[config.mk]
export PLATFORM = sky130hd
export DESIGN_NAME = ssb_top
export DESIGN_NICKNAME = d
export VERILOG_FILES = /design/src/ssb_pkg.sv /design/src/ssb_rate_if.sv /design/src/ssb_rate_gen.sv /design/src/ssb_top.sv
export SDC_FILE = /design/constraint.sdc
export NUM_CORES = 1
export LEC_CHECK = 0
export ABC_CLOCK_PERIOD_IN_PS = 2420
export BUFFER_PORTS_ARGS = -buffer_cell sky130_fd_sc_hd__buf_2
export CAP_MARGIN = 20
export CORE_UTILIZATION = 34
export DETAILED_ROUTE_END_ITERATION = 16
export GPL_TIMING_DRIVEN = 1
export PLACE_DENSITY = 0.55
export SYNTH_ARGS = -nofsm -noshare
export SYNTH_HDL_FRONTEND = slang
export SYNTH_SLANG_ARGS = --single-unit
[constraint.sdc]
create_clock -name pclk -period 2.42 [get_ports pclk]
set_input_delay 0.484 -clock pclk [delete_from_list [all_inputs] [get_ports pclk]]
set_output_delay 0.484 -clock pclk [all_outputs]
set_load 0.01 [all_outputs]
[src/ssb_pkg.sv]
// constants for the serial status bits and bit-rate block
// assumes a 32-bit APB register bus and one system clock
package ssb_pkg;

	// ------------------------------------------------------------
	// register byte offsets
	// ------------------------------------------------------------
	localparam logic [7:0] OFS_STATUS     = 8'h00; // status flags, tx mp bit
	localparam logic [7:0] OFS_CONTROL    = 8'h04; // serial_control_reg
	localparam logic [7:0] OFS_MODE       = 8'h08; // serial_mode_reg
	localparam logic [7:0] OFS_DIVISOR    = 8'h0C; // bit_rate_divisor_reg
	localparam logic [7:0] OFS_TX_HOLDING = 8'h10; // tx_holding_reg
	localparam logic [7:0] OFS_IRQ_STATUS = 8'h14;
	localparam logic [7:0] OFS_IRQ_CLEAR  = 8'h18;
	localparam logic [7:0] OFS_IRQ_ENABLE = 8'h1C;

	// ------------------------------------------------------------
	// field positions
	// ------------------------------------------------------------
	localparam int BIT_TX_HOLDING_EMPTY_FLAG   = 7; // status: tx holding empty
	localparam int BIT_TRANSMIT_END_FLAG   = 2; // status: transmit end
	localparam int BIT_MP_BIT_RECEIVED   = 1; // status: mp bit received
	localparam int BIT_MP_BIT_TO_SEND   = 0; // status: mp bit to send
	localparam int BIT_TE     = 5; // control: tx enable
	localparam int BIT_RE     = 4; // control: rx enable
	localparam int BIT_SYNC   = 7; // mode: 1 = synchronous
	localparam int BIT_MP     = 2; // mode: multiprocessor format
	localparam int BIT_CKS_HI = 1; // mode: prescale select high
	localparam int BIT_CKS_LO = 0; // mode: prescale select low
	localparam int IRQ_TRANSMIT_END_FLAG   = 0; // irq: transmit ended
	localparam int IRQ_TX_HOLDING_EMPTY_FLAG   = 1; // irq: holding register emptied
	localparam int IRQ_MP_BIT_RECEIVED   = 2; // irq: mp bit captured
	localparam int IRQ_W      = 3;

	// ------------------------------------------------------------
	// reset values and frame shape
	// ------------------------------------------------------------
	localparam logic [7:0] DIVISOR_RESET = 8'hFF;
	localparam logic [7:0] CONTROL_RESET = 8'h00;
	localparam logic [7:0] MODE_RESET    = 8'h00;
	localparam int         FRAME_W       = 11; // start, 8 data, mp, stop
	localparam logic [3:0] BITS_PLAIN    = 4'hA;
	localparam logic [3:0] BITS_MP       = 4'hB;

	// ------------------------------------------------------------
	// rate generator: 64 prescaled-clock base periods per bit
	// ------------------------------------------------------------
	localparam logic [5:0] OS_LAST        = 6'h3F;
	localparam logic [5:0] PRESC_LAST_D1  = 6'h00;
	localparam logic [5:0] PRESC_LAST_D4  = 6'h03;
	localparam logic [5:0] PRESC_LAST_D16 = 6'h0F;
	localparam logic [5:0] PRESC_LAST_D64 = 6'h3F;

	typedef enum logic [1:0] {
		SSB_IDLE  = 2'b01,
		SSB_SHIFT = 2'b10
	} ssb_tx_state_t;

endpackage : ssb_pkg

[src/ssb_rate_if.sv]
// link between the block core and its bit-rate generator
// assumes both ends run on the same clock
`timescale 1ns/1ps
`default_nettype none
interface ssb_rate_if;
	logic       run;       // generator counts while high
	logic [1:0] cks;       // prescale select
	logic [7:0] divisor;   // bit_rate_divisor value
	logic       bit_tick;  // one pulse at end of each bit period

	modport gen  (input run, input cks, input divisor, output bit_tick);
	modport user (output run, output cks, output divisor, input bit_tick);
endinterface : ssb_rate_if
`default_nettype wire

[src/ssb_rate_gen.sv]
// bit-rate generator: prescaler, divisor counter, 64x oversample
// assumes run restarts counting from zero so a frame's first bit is whole
`timescale 1ns/1ps
`default_nettype none
module ssb_rate_gen
	import ssb_pkg::*;
(
	input  wire logic  pclk,
	input  wire logic  presetn,
	input  wire logic  ce,
	ssb_rate_if.gen    rate
);
	logic [5:0] presc;
	logic [7:0] base;
	logic [5:0] os;
	logic       tick;
	logic [5:0] next_presc;
	logic [7:0] next_base;
	logic [5:0] next_os;
	logic       next_tick;
	logic [5:0] presc_last;

	assign rate.bit_tick = tick;

	// ------------------------------------------------------------
	// prescaler choice: clock, /4, /16, /64
	// ------------------------------------------------------------
	always_comb
	begin
		unique case (rate.cks)
			2'h0: presc_last = PRESC_LAST_D1;
			2'h1: presc_last = PRESC_LAST_D4;
			2'h2: presc_last = PRESC_LAST_D16;
			2'h3: presc_last = PRESC_LAST_D64;
		endcase
	end

	// bit period = 64 * 4^n * (divisor + 1) clocks
	always_comb
	begin
		next_presc = presc;
		next_base  = base;
		next_os    = os;
		next_tick  = 1'b0;
		if (!rate.run)
		begin
			next_presc = '0;
			next_base  = '0;
			next_os    = '0;
		end
		else if (presc == presc_last)
		begin
			next_presc = '0;
			if (base == rate.divisor)
			begin
				next_base = '0;
				if (os == OS_LAST)
				begin
					next_os   = '0;
					next_tick = 1'b1;
				end
				else
					next_os = os + 6'h01;
			end
			else
				next_base = base + 8'h01;
		end
		else
			next_presc = presc + 6'h01;
	end

	always_ff @(posedge pclk or negedge presetn)
	begin
		if (!presetn)
		begin
			presc <= '0;
			base  <= '0;
			os    <= '0;
			tick  <= 1'b0;
		end
		else if (ce)
		begin
			presc <= next_presc;
			base  <= next_base;
			os    <= next_os;
			tick  <= next_tick;
		end
	end
endmodule : ssb_rate_gen
`default_nettype wire

[src/ssb_top.sv]
// serial status bits, bit-rate divisor and a small transmitter, APB slave
// assumes receive logic on the same clock supplies rx_done and rx_mp_in
`timescale 1ns/1ps
`default_nettype none

// Functional notes
// the transmit-end flag is readable and software writes never change it; the code clears it along with the holding-empty flag.
// writing 0 to the holding-empty flag after reading it 1, or writing tx data, clears it.
// clearing the tx enable bit sets the transmit-end flag.
// the flag sets when a character's last bit is sent while the holding-empty flag is 1.
// after initialisation the transmit-end flag reads 1.
// in async multiprocessor format the received mp bit is captured; it resets to 0.
// the received mp bit is read-only.
// with rx enable cleared the received mp bit keeps its value.
// in async mp format the writable tx mp bit is appended to each character; resets 0.
// the tx mp bit is ignored in sync mode, with mp off, or with tx disabled.
// an 8-bit divisor with the prescale select sets the bit rate.
// the divisor is readable and writable at any time.
// the divisor loads all ones on reset and on low-power entry.
// async bit period is 64 * 4^n * (divisor + 1) prescaled clocks; the code makes it 64 * (divisor + 1) prescaled clocks.
// select 00, 01, 10, 11 gives clock, /4, /16, /64 as generator input.
// the holding-empty flag sets on transfer to the shift register or tx enable clear.
// transmit end is judged at the end of the final stop bit.
module ssb_top
	import ssb_pkg::*;
(
	input  wire logic        pclk,
	input  wire logic        presetn,
	input  wire logic        ce,
	input  wire logic        psel,
	input  wire logic        penable,
	input  wire logic        pwrite,
	input  wire logic [7:0]  paddr,
	input  wire logic [31:0] pwdata,
	output logic             pready,
	output logic [31:0]      prdata,
	output logic             pslverr,
	input  wire logic        low_power_entry,
	input  wire logic        rx_done,
	input  wire logic        rx_mp_in,
	output logic             txd,
	output logic             irq
);
	// ------------------------------------------------------------
	// state
	// ------------------------------------------------------------
	logic [7:0]         control, next_control;
	logic [7:0]         mode, next_mode;
	logic [7:0]         bit_rate_divisor, next_bit_rate_divisor;
	logic [7:0]         tx_holding_reg, next_tx_holding_reg;
	logic               tx_holding_empty_flag, next_tx_holding_empty_flag;
	logic               transmit_end_flag, next_transmit_end_flag;
	logic               mp_bit_received, next_mp_bit_received;
	logic               mp_bit_to_send, next_mp_bit_to_send;
	logic               empty_seen, next_empty_seen;
	logic [IRQ_W-1:0]   irq_status, next_irq_status;
	logic [IRQ_W-1:0]   irq_enable, next_irq_enable;
	logic               next_irq;
	logic               next_pready, next_pslverr;
	logic [31:0]        next_prdata;
	ssb_tx_state_t      tx_state, next_tx_state;
	logic [FRAME_W-1:0] tx_shift_reg, next_tx_shift_reg;
	logic [3:0]         bits_left, next_bits_left;
	logic               next_txd;

	// decoded bus and mode terms
	logic        commit, wr, rd, mapped;
	logic        tx_enable_bit, rx_enable_bit, async_mp;
	logic [31:0] rd_word;
	logic [IRQ_W-1:0] irq_events;

	ssb_rate_if rate ();

	ssb_rate_gen u_rate (
		.pclk    (pclk),
		.presetn (presetn),
		.ce      (ce),
		.rate    (rate.gen)
	);

	assign rate.run     = (tx_state == SSB_SHIFT);
	assign rate.cks     = {mode[BIT_CKS_HI], mode[BIT_CKS_LO]};
	assign rate.divisor = bit_rate_divisor;

	assign tx_enable_bit = control[BIT_TE];
	assign rx_enable_bit = control[BIT_RE];
	assign async_mp      = !mode[BIT_SYNC] && mode[BIT_MP];

	// ------------------------------------------------------------
	// APB decode: answer one cycle after the access phase starts, act when pready is seen
	// ------------------------------------------------------------
	assign commit = psel && penable && pready;
	assign wr     = commit && pwrite && !pslverr;
	assign rd     = commit && !pwrite && !pslverr;
	assign mapped = (paddr[1:0] == 2'h0) && (paddr <= OFS_IRQ_ENABLE);

	// read mux; write-only words read as zero
	always_comb
	begin
		rd_word = '0;
		unique case (paddr)
			OFS_STATUS:
			begin
				rd_word[BIT_TX_HOLDING_EMPTY_FLAG] = tx_holding_empty_flag;
				rd_word[BIT_TRANSMIT_END_FLAG] = transmit_end_flag;
				rd_word[BIT_MP_BIT_RECEIVED] = mp_bit_received;
				rd_word[BIT_MP_BIT_TO_SEND] = mp_bit_to_send;
			end
			OFS_CONTROL:    rd_word[7:0] = control;
			OFS_MODE:       rd_word[7:0] = mode;
			OFS_DIVISOR:    rd_word[7:0] = bit_rate_divisor;
			OFS_IRQ_STATUS: rd_word[IRQ_W-1:0] = irq_status;
			OFS_IRQ_ENABLE: rd_word[IRQ_W-1:0] = irq_enable;
			default:        rd_word = '0;
		endcase
	end

	// bus answer registers
	always_comb
	begin
		next_pready  = 1'b0;
		next_prdata  = prdata;
		next_pslverr = 1'b0;
		if (psel && penable && !pready)
		begin
			next_pready  = 1'b1;
			next_pslverr = !mapped;
			next_prdata  = (pwrite || !mapped) ? 32'h0000_0000 : rd_word;
		end
	end

	// ------------------------------------------------------------
	// transmitter and flags
	// ------------------------------------------------------------
	// hardware sets are applied after software clears so a set wins
	always_comb
	begin
		next_control               = control;
		next_mode                  = mode;
		next_bit_rate_divisor      = bit_rate_divisor;
		next_tx_holding_reg        = tx_holding_reg;
		next_tx_holding_empty_flag = tx_holding_empty_flag;
		next_transmit_end_flag     = transmit_end_flag;
		next_mp_bit_received       = mp_bit_received;
		next_mp_bit_to_send        = mp_bit_to_send;
		next_empty_seen            = empty_seen;
		next_tx_state              = tx_state;
		next_tx_shift_reg          = tx_shift_reg;
		next_bits_left             = bits_left;
		irq_events                 = '0;

		// a status read that sees the empty flag arms its clear
		if (rd && paddr == OFS_STATUS && tx_holding_empty_flag)
			next_empty_seen = 1'b1;

		// software writes; status bit 1 is never written, bit 2 only clears along with bit 7
		if (wr)
		begin
			unique case (paddr)
				OFS_STATUS:
				begin
					next_mp_bit_to_send = pwdata[BIT_MP_BIT_TO_SEND];
					if (!pwdata[BIT_TX_HOLDING_EMPTY_FLAG] && empty_seen)
					begin
						next_tx_holding_empty_flag = 1'b0;
						next_transmit_end_flag     = 1'b0;
						next_empty_seen            = 1'b0;
					end
				end
				OFS_CONTROL: next_control = pwdata[7:0];
				OFS_MODE:    next_mode    = pwdata[7:0];
				OFS_DIVISOR: next_bit_rate_divisor = pwdata[7:0];
				OFS_TX_HOLDING:
				begin
					next_tx_holding_reg        = pwdata[7:0];
					next_tx_holding_empty_flag = 1'b0;
					next_transmit_end_flag     = 1'b0;
					next_empty_seen            = 1'b0;
				end
				default: ;
			endcase
		end

		// received mp bit, frozen while receive is off
		if (rx_done && rx_enable_bit && async_mp)
		begin
			next_mp_bit_received      = rx_mp_in;
			irq_events[IRQ_MP_BIT_RECEIVED]      = 1'b1;
		end

		// transmit sequencing
		unique case (tx_state)
			SSB_IDLE:
			begin
				if (tx_enable_bit && !tx_holding_empty_flag)
				begin
					// mp bit used only in async mp format with tx enabled
					next_tx_shift_reg = async_mp
						? {1'b1, mp_bit_to_send, tx_holding_reg, 1'b0}
						: {2'b11, tx_holding_reg, 1'b0};
					next_bits_left             = async_mp ? BITS_MP : BITS_PLAIN;
					next_tx_holding_empty_flag = 1'b1;
					irq_events[IRQ_TX_HOLDING_EMPTY_FLAG]       = 1'b1;
					next_tx_state              = SSB_SHIFT;
				end
			end
			SSB_SHIFT:
			begin
				if (rate.bit_tick)
				begin
					next_tx_shift_reg = {1'b1, tx_shift_reg[FRAME_W-1:1]};
					next_bits_left    = bits_left - 4'h1;
					// final stop bit just finished: line is idle now
					if (bits_left == 4'h1)
					begin
						next_tx_state = SSB_IDLE;
						if (tx_holding_empty_flag)
						begin
							next_transmit_end_flag = 1'b1;
							irq_events[IRQ_TRANSMIT_END_FLAG]   = 1'b1;
						end
					end
				end
			end
			default: next_tx_state = SSB_IDLE;
		endcase

		// tx enable off: abort, both flags set, line idle
		if (!next_control[BIT_TE])
		begin
			if (!transmit_end_flag)
				irq_events[IRQ_TRANSMIT_END_FLAG] = 1'b1;
			next_tx_holding_empty_flag = 1'b1;
			next_transmit_end_flag     = 1'b1;
			next_tx_state              = SSB_IDLE;
			next_tx_shift_reg          = '1;
			next_bits_left             = '0;
		end
	end

	assign next_txd = (next_tx_state == SSB_SHIFT) ? next_tx_shift_reg[0] : 1'b1;

	// ------------------------------------------------------------
	// interrupt: sticky events, write-one clear, set beats clear
	// ------------------------------------------------------------
	always_comb
	begin
		next_irq_status = irq_status;
		next_irq_enable = irq_enable;
		if (wr && paddr == OFS_IRQ_CLEAR)
			next_irq_status = irq_status & ~pwdata[IRQ_W-1:0];
		if (wr && paddr == OFS_IRQ_ENABLE)
			next_irq_enable = pwdata[IRQ_W-1:0];
		next_irq_status = next_irq_status | irq_events;
		next_irq        = |(next_irq_status & next_irq_enable);
	end

	// ------------------------------------------------------------
	// registers; low-power entry reinitialises all but the bus answer like reset
	// ------------------------------------------------------------
	always_ff @(posedge pclk or negedge presetn)
	begin
		if (!presetn)
		begin
			control               <= CONTROL_RESET;
			mode                  <= MODE_RESET;
			bit_rate_divisor      <= DIVISOR_RESET;
			tx_holding_reg        <= '0;
			tx_holding_empty_flag <= 1'b1;
			transmit_end_flag     <= 1'b1;
			mp_bit_received       <= 1'b0;
			mp_bit_to_send        <= 1'b0;
			empty_seen            <= 1'b0;
			irq_status            <= '0;
			irq_enable            <= '0;
			irq                   <= 1'b0;
			tx_state              <= SSB_IDLE;
			tx_shift_reg          <= '1;
			bits_left             <= '0;
			txd                   <= 1'b1;
			pready                <= 1'b0;
			prdata                <= '0;
			pslverr               <= 1'b0;
		end
		else if (ce)
		begin
			// bus answer keeps running so a pending access completes
			pready  <= next_pready;
			prdata  <= next_prdata;
			pslverr <= next_pslverr;
			if (low_power_entry)
			begin
				control               <= CONTROL_RESET;
				mode                  <= MODE_RESET;
				bit_rate_divisor      <= DIVISOR_RESET;
				tx_holding_reg        <= '0;
				tx_holding_empty_flag <= 1'b1;
				transmit_end_flag     <= 1'b1;
				mp_bit_received       <= 1'b0;
				mp_bit_to_send        <= 1'b0;
				empty_seen            <= 1'b0;
				irq_status            <= '0;
				irq_enable            <= '0;
				irq                   <= 1'b0;
				tx_state              <= SSB_IDLE;
				tx_shift_reg          <= '1;
				bits_left             <= '0;
				txd                   <= 1'b1;
			end
			else
			begin
				control               <= next_control;
				mode                  <= next_mode;
				bit_rate_divisor      <= next_bit_rate_divisor;
				tx_holding_reg        <= next_tx_holding_reg;
				tx_holding_empty_flag <= next_tx_holding_empty_flag;
				transmit_end_flag     <= next_transmit_end_flag;
				mp_bit_received       <= next_mp_bit_received;
				mp_bit_to_send        <= next_mp_bit_to_send;
				empty_seen            <= next_empty_seen;
				irq_status            <= next_irq_status;
				irq_enable            <= next_irq_enable;
				irq                   <= next_irq;
				tx_state              <= next_tx_state;
				tx_shift_reg          <= next_tx_shift_reg;
				bits_left             <= next_bits_left;
				txd                   <= next_txd;
			end
		end
	end
endmodule : ssb_top
`default_nettype wire

==> Yosys cells after proc, flatten, opt, wreduce, memory -nomap -nowiden <==
Cells that the tools add are included.
{ "op_classes": {"add_sub_neg": 4, "order_cmp": 1, "n_eq_ne": 22, "mux": 92, "bitwise_logic": 4, "n_reduce_logical": 46} }
{ "ops": {"columns": ["cell", "count"], "rows": [
  ["$mux W8", 16],
  ["$mux W11", 4],
  ["$mux W1", 42],
  ["$mux W6", 6],
  ["$eq A8 B5 Y1 const B", 4],
  ["$pmux W6 S4", 1],
  ["$pmux W11 S2", 1],
  ["$pmux W3 S6", 1],
  ["$reduce_and A3 Y1", 6],
  ["$logic_and A1 B1 Y1", 17],
  ["$eq A8 B4 Y1 const B", 2],
  ["$mux W4", 4],
  ["$reduce_bool A2 Y1", 7],
  ["$add A6 B1 Y6 const B", 2],
  ["$mux W3", 4],
  ["$pmux W4 S3", 1],
  ["$mux W10", 1],
  ["$mux W2", 5],
  ["$add A8 B1 Y8 const B", 1],
  ["$eq A2 B2 Y1 const B", 4],
  ["$eq A8 B3 Y1 const B", 1],
  ["$eq A8 B8 Y1", 1],
  ["$le A8 B5 Y1 const B", 1],
  ["$logic_not A8 Y1", 1],
  ["other kinds (21)", 36]
]} }
{ "totals": {"register_bits": 117, "in_bits": 49} }

==> Logic depth before layout (Yosys ltp) <==
{ "depth": {"ltp_word": 11, "ltp_mapped": 9, "depth_no_buf": 7} }

==> Modules after synthesis <==
A second synthesis with hierarchy kept.
{ "unflattened": {"cells_unflattened": 547, "hier_area_um2": 5522.8} }
{ "by_module_without_submodules": {"columns": ["module", "instances", "cells_per_inst", "area_per_inst_um2", "seq_area_each_um2"], "rows": [
  ["ssb_top", 1, 403, 4176.5, 1830.5],
  ["ssb_rate_gen", 1, 144, 1346.3, 525.5]
]} }

==> Worst setup path before layout <==
No wires, ideal clock.
{ "synth_path": {"path_type": "input to register", "startpoint": "in paddr[3]", "endpoint": "reg mode[0]", "setup_time_ns": 0.125, "t_arrival_ns": 2.241, "required_ns": 2.295, "path_slack_ns": 0.055, "stages": 6, "n_path_buf": 1, "cell_sequence": "buf_4 -> or4b_2 -> nor2_2 -> a21oi_1 -> nor2_2 -> mux2_2"} }
{ "synth_via": {"elab_chain_len": 3} }
{ "synth_rtl": {"columns": ["element", "line_no", "rtl"], "rows": [
  ["start: declaration", "ssb_top.sv:33", "input wire logic [7:0] paddr,"],
  ["$eq A8 B4 Y1", "ssb_top.sv:159", "unique case (paddr)"],
  ["$reduce_bool A2 Y1 (no source line)", null, null],
  ["$reduce_and A3 Y1 (no source line)", null, null],
  ["end signal: assignment", "ssb_top.sv:313", "mode <= next_mode;"],
  ["end: declaration", "ssb_top.sv:48", "logic [7:0] mode, next_mode;"]
]} }
Every way passes these cells.
A chain may end at the register's enable or synchronous reset.

==> Final worst setup path <==
{ "layout_path": {"startpoint": "reg mode[1]", "endpoint": "reg u_rate.base[7]"} }
{ "layout_via": {"elab_chain_len": 5, "elab_cells_between_ends": 8, "cone_classes": "eq/ne: 5; mux: 1; reduce/logical: 2"} }
{ "layout_rtl": {"columns": ["element", "line_no", "rtl"], "rows": [
  ["$eq A2 B2 Y1 (tied with other cells)", "ssb_rate_gen.sv:30", "unique case (rate.cks)"],
  ["$pmux W6 S4 *", "ssb_rate_gen.sv:30", null],
  ["$eq A6 B6 Y1 *", "ssb_rate_gen.sv:51", "else if (presc == presc_last)"],
  ["$ne A2 B2 Y1 (no source line) *", null, null],
  ["$reduce_and A2 Y1 (no source line) *", null, null],
  ["end signal: assignment", "ssb_rate_gen.sv:84", "base <= next_base;"],
  ["end: declaration", "ssb_rate_gen.sv:14", "logic [7:0] base;"]
]} }
Every way passes the cells marked *; elsewhere a longest branch is shown, timed or not.

==> impl_metrics.env <==
export IMPL_synth_cells_most_frequent="70 x dfrtp_1, 41 x nor2_1, 28 x mux2_2"
export IMPL_ys_seq_area_frac=0.452
export IMPL_grt_pass1_wl_mm=22.6
export IMPL_synthTopCellsByArea="dfrtp_1 34%, dfstp_2 12%, mux2_2 6.0%"
export IMPL_die_area_um2=15800
export IMPL_fin_crit_sh=0.909
export IMPL_skew_ns=0.00879
export IMPL_synth_most_common_cell="dfrtp_1"
export IMPL_cts_path_max_buffers=2
export IMPL_outcome="finished clean"
export IMPL_syn_area_um2=5220
export IMPL_cpMaxStageDelayCell="or4_1"
export IMPL_max_freq_mhz=455
export IMPL_slew_violations=0
export IMPL_p_leak_nw=2.77
export IMPL_synth_distinct_cells=64
export IMPL_place_ws_ns=-0.0887
export IMPL_holdBufCountCts=0
export IMPL_rrSetupSlack_ns=0.22
export IMPL_post_cts_buffers=0
export IMPL_fillers=1433
export IMPL_yosys_most_used_dff="dfrtp_1"
export IMPL_critPathBufInv=0
export IMPL_relSlewSlack=0.569
export IMPL_ys_async_sr_fraction=1.00
export IMPL_ys_ff_latch=93
export IMPL_cts_tree="done"
export IMPL_gr_total_overflow=0
export IMPL_synth_warnings=0
export IMPL_clk_latency_ns=0.35
export IMPL_dp_final_hpwl_mm=10.1
export IMPL_synthCells=517
export IMPL_wire_per_inst_um=17.6
export IMPL_final_antenna_net_count=0
export IMPL_syn2layout_area_growth_pct=18.3
export IMPL_placed_cell_area_um2=5880
export IMPL_fin_area_um2=6170
export IMPL_die_w_um=126
export IMPL_synth_enable_flop_cells=0
export IMPL_irDropWorstVdd_uv=465
export IMPL_port_buffers=36
export IMPL_hold_viol_final=0
export IMPL_cts_root_buf="clkbuf_16"
export IMPL_setup_viol=0
export IMPL_vias_per_cell=5.52
export IMPL_io_pins=85
export IMPL_fp_dieH_um=126
export IMPL_drive_above_1_share=0.282
export IMPL_arrival_ns=2.48
export IMPL_start_util=0.354
export IMPL_rows=44
export IMPL_hp_class="in -> async"
export IMPL_clk_pin_slew_ns=0.07
export IMPL_antenna_found_initial=0
export IMPL_drt_total_wl_mm=13.7
export IMPL_syn_mean_instance_area_um2=10.1
export IMPL_crit_path_end_kind="flop"
export IMPL_finalPower_mw=3.38
export IMPL_yosysTopAreaCellShare=0.336
export IMPL_coreArea_um2=14800
export IMPL_drt_initial_drc_count=314
export IMPL_drv_cap=0
export IMPL_cp_required_ns=2.70
export IMPL_htree_levels=3
export IMPL_worst_pin_slew_ns=0.638
export IMPL_drt_first_pass_iters=6
export IMPL_whs_ns=0.0927
export IMPL_min_period_ns=2.20
export IMPL_p_per_area_nw_per_um2=549
export IMPL_cts_buffers=9
export IMPL_grt_max_degree=45
export IMPL_stdcell_count=783
export IMPL_cts_num_sinks=93
export IMPL_dp_cells=767
export IMPL_grt_total_usage=0.184
export IMPL_yosys_area_top_type="dfrtp_1"
export IMPL_cts_resized=0
export IMPL_critPathKind="reg -> reg"
export IMPL_cp_common_cell="or4_1"
export IMPL_drc=0
export IMPL_start_kind="flop"
export IMPL_vias=4321
export IMPL_diodes=0
export IMPL_num_nets_final=650
export IMPL_critPathTopFamily="simple AND/OR/NAND/NOR gates"
export IMPL_slowest_delay_ns=0.58
export IMPL_setup_slack_ns=0.220
export IMPL_largest_reg_flops=11
export IMPL_grt_pass1_vias=4299
export IMPL_rsz0062_at_grt="no"
export IMPL_routabilityCongestion=0.869
export IMPL_worstPathCellList="or4_1 > a31oi_2 > o21ai_2 > or4_1 > a21oi_1"
export IMPL_path_max_fanout=8
-- layer usage --
layer  global-route usage  wire, um
met3               0.0370       497
met2                0.300      6620
met1                0.245      6410
met4               0.0595       213
met5                    0         0
-- per-stage QoR --
step                      utilization  setup TNS [ns]
after floorplan                     -               0
after global placement          0.398          -0.434
after detailed placement        0.398          -0.528
after CTS                       0.417               0
after global routing            0.418               0
final                           0.418               0
-- cell families after synthesis --
kind of cell | after synthesis | share of synthesized area
AO/OA/AOI/OAI | 135 | 0.188
XOR/XNOR | 16 | 0.0269
other | 1 | 0.000719
flip-flops | 93 | 0.452
buffers and inverters | 69 | 0.0686
adder cells (fa/ha/maj) | 7 | 0.0168
multiplexers | 41 | 0.0864
AND/OR/NAND/NOR | 155 | 0.161
-- worst register-to-register path, stage by stage (launching register included) --
cell	delay (ns)
dfrtp_1	0.46
or4_1	0.59
a31oi_2	0.25
o21ai_2	0.16
or4_1	0.52
a21oi_1	0.15
-- final timing paths --
kind	from	end	depth (start not counted)
setup / recovery	mode[1]	u_rate.base[7]	5
hold / removal	presetn	u_rate.os[5]	1
setup reg to reg	mode[1]	u_rate.base[7]	5
hold reg to reg	prdata[1]	prdata[1]	1
max in group asynchronous	presetn	bit_rate_divisor[2]	2
min in group pclk	pwdata[4]	bit_rate_divisor[4]	3
-- final cells by class --
type / instances / area (um2) / share of cell area
clock inverters: 3 / 21.3 / 0.00345
inverters: 23 / 86.3 / 0.0140
multi-input cells: 378 / 2600 / 0.421
repair buffers: 89 / 616 / 0.0998
flip-flops and latches: 93 / 2360 / 0.382
clock buffers: 13 / 260 / 0.0422
well taps: 184 / 230 / 0.0373
-- placed cells by master, fill, tap and decap left out, types with 3 or more instances in the layout --
master	count
a21o_1	6
a21oi_1	24
a221o_1	10
a221oi_1	4
a222oi_1	4
a22o_1	9
a22oi_1	13
a31oi_1	8
and2_1	5
buf_12	3
buf_2	36
buf_4	50
clkbuf_16	9
conb_1	24
dfrtp_1	70
dfstp_2	23
ha_1	7
inv_1	22
mux2_2	28
mux2i_1	12
nand2_1	20
nand2b_1	4
nand3_1	14
nand4_1	11
nor2_1	41
nor2_2	3
nor2b_1	10
nor3_1	9
nor4_1	6
o211ai_1	5
o21a_1	3
o21ai_0	16
o2bb2ai_1	14
o31ai_1	4
o41ai_1	3
or2_2	3
or3_1	5
or4_1	6
xor2_1	14
-- power by group --
group	internal (mW)	switching [mW]	total (mW)	leakage (nW)
clock network	0.754	0.597	1.35	0.136
registers	1.63	0.0643	1.69	1.20
logic	0.141	0.203	0.344	1.43
(Power assumes the default switching activity.)
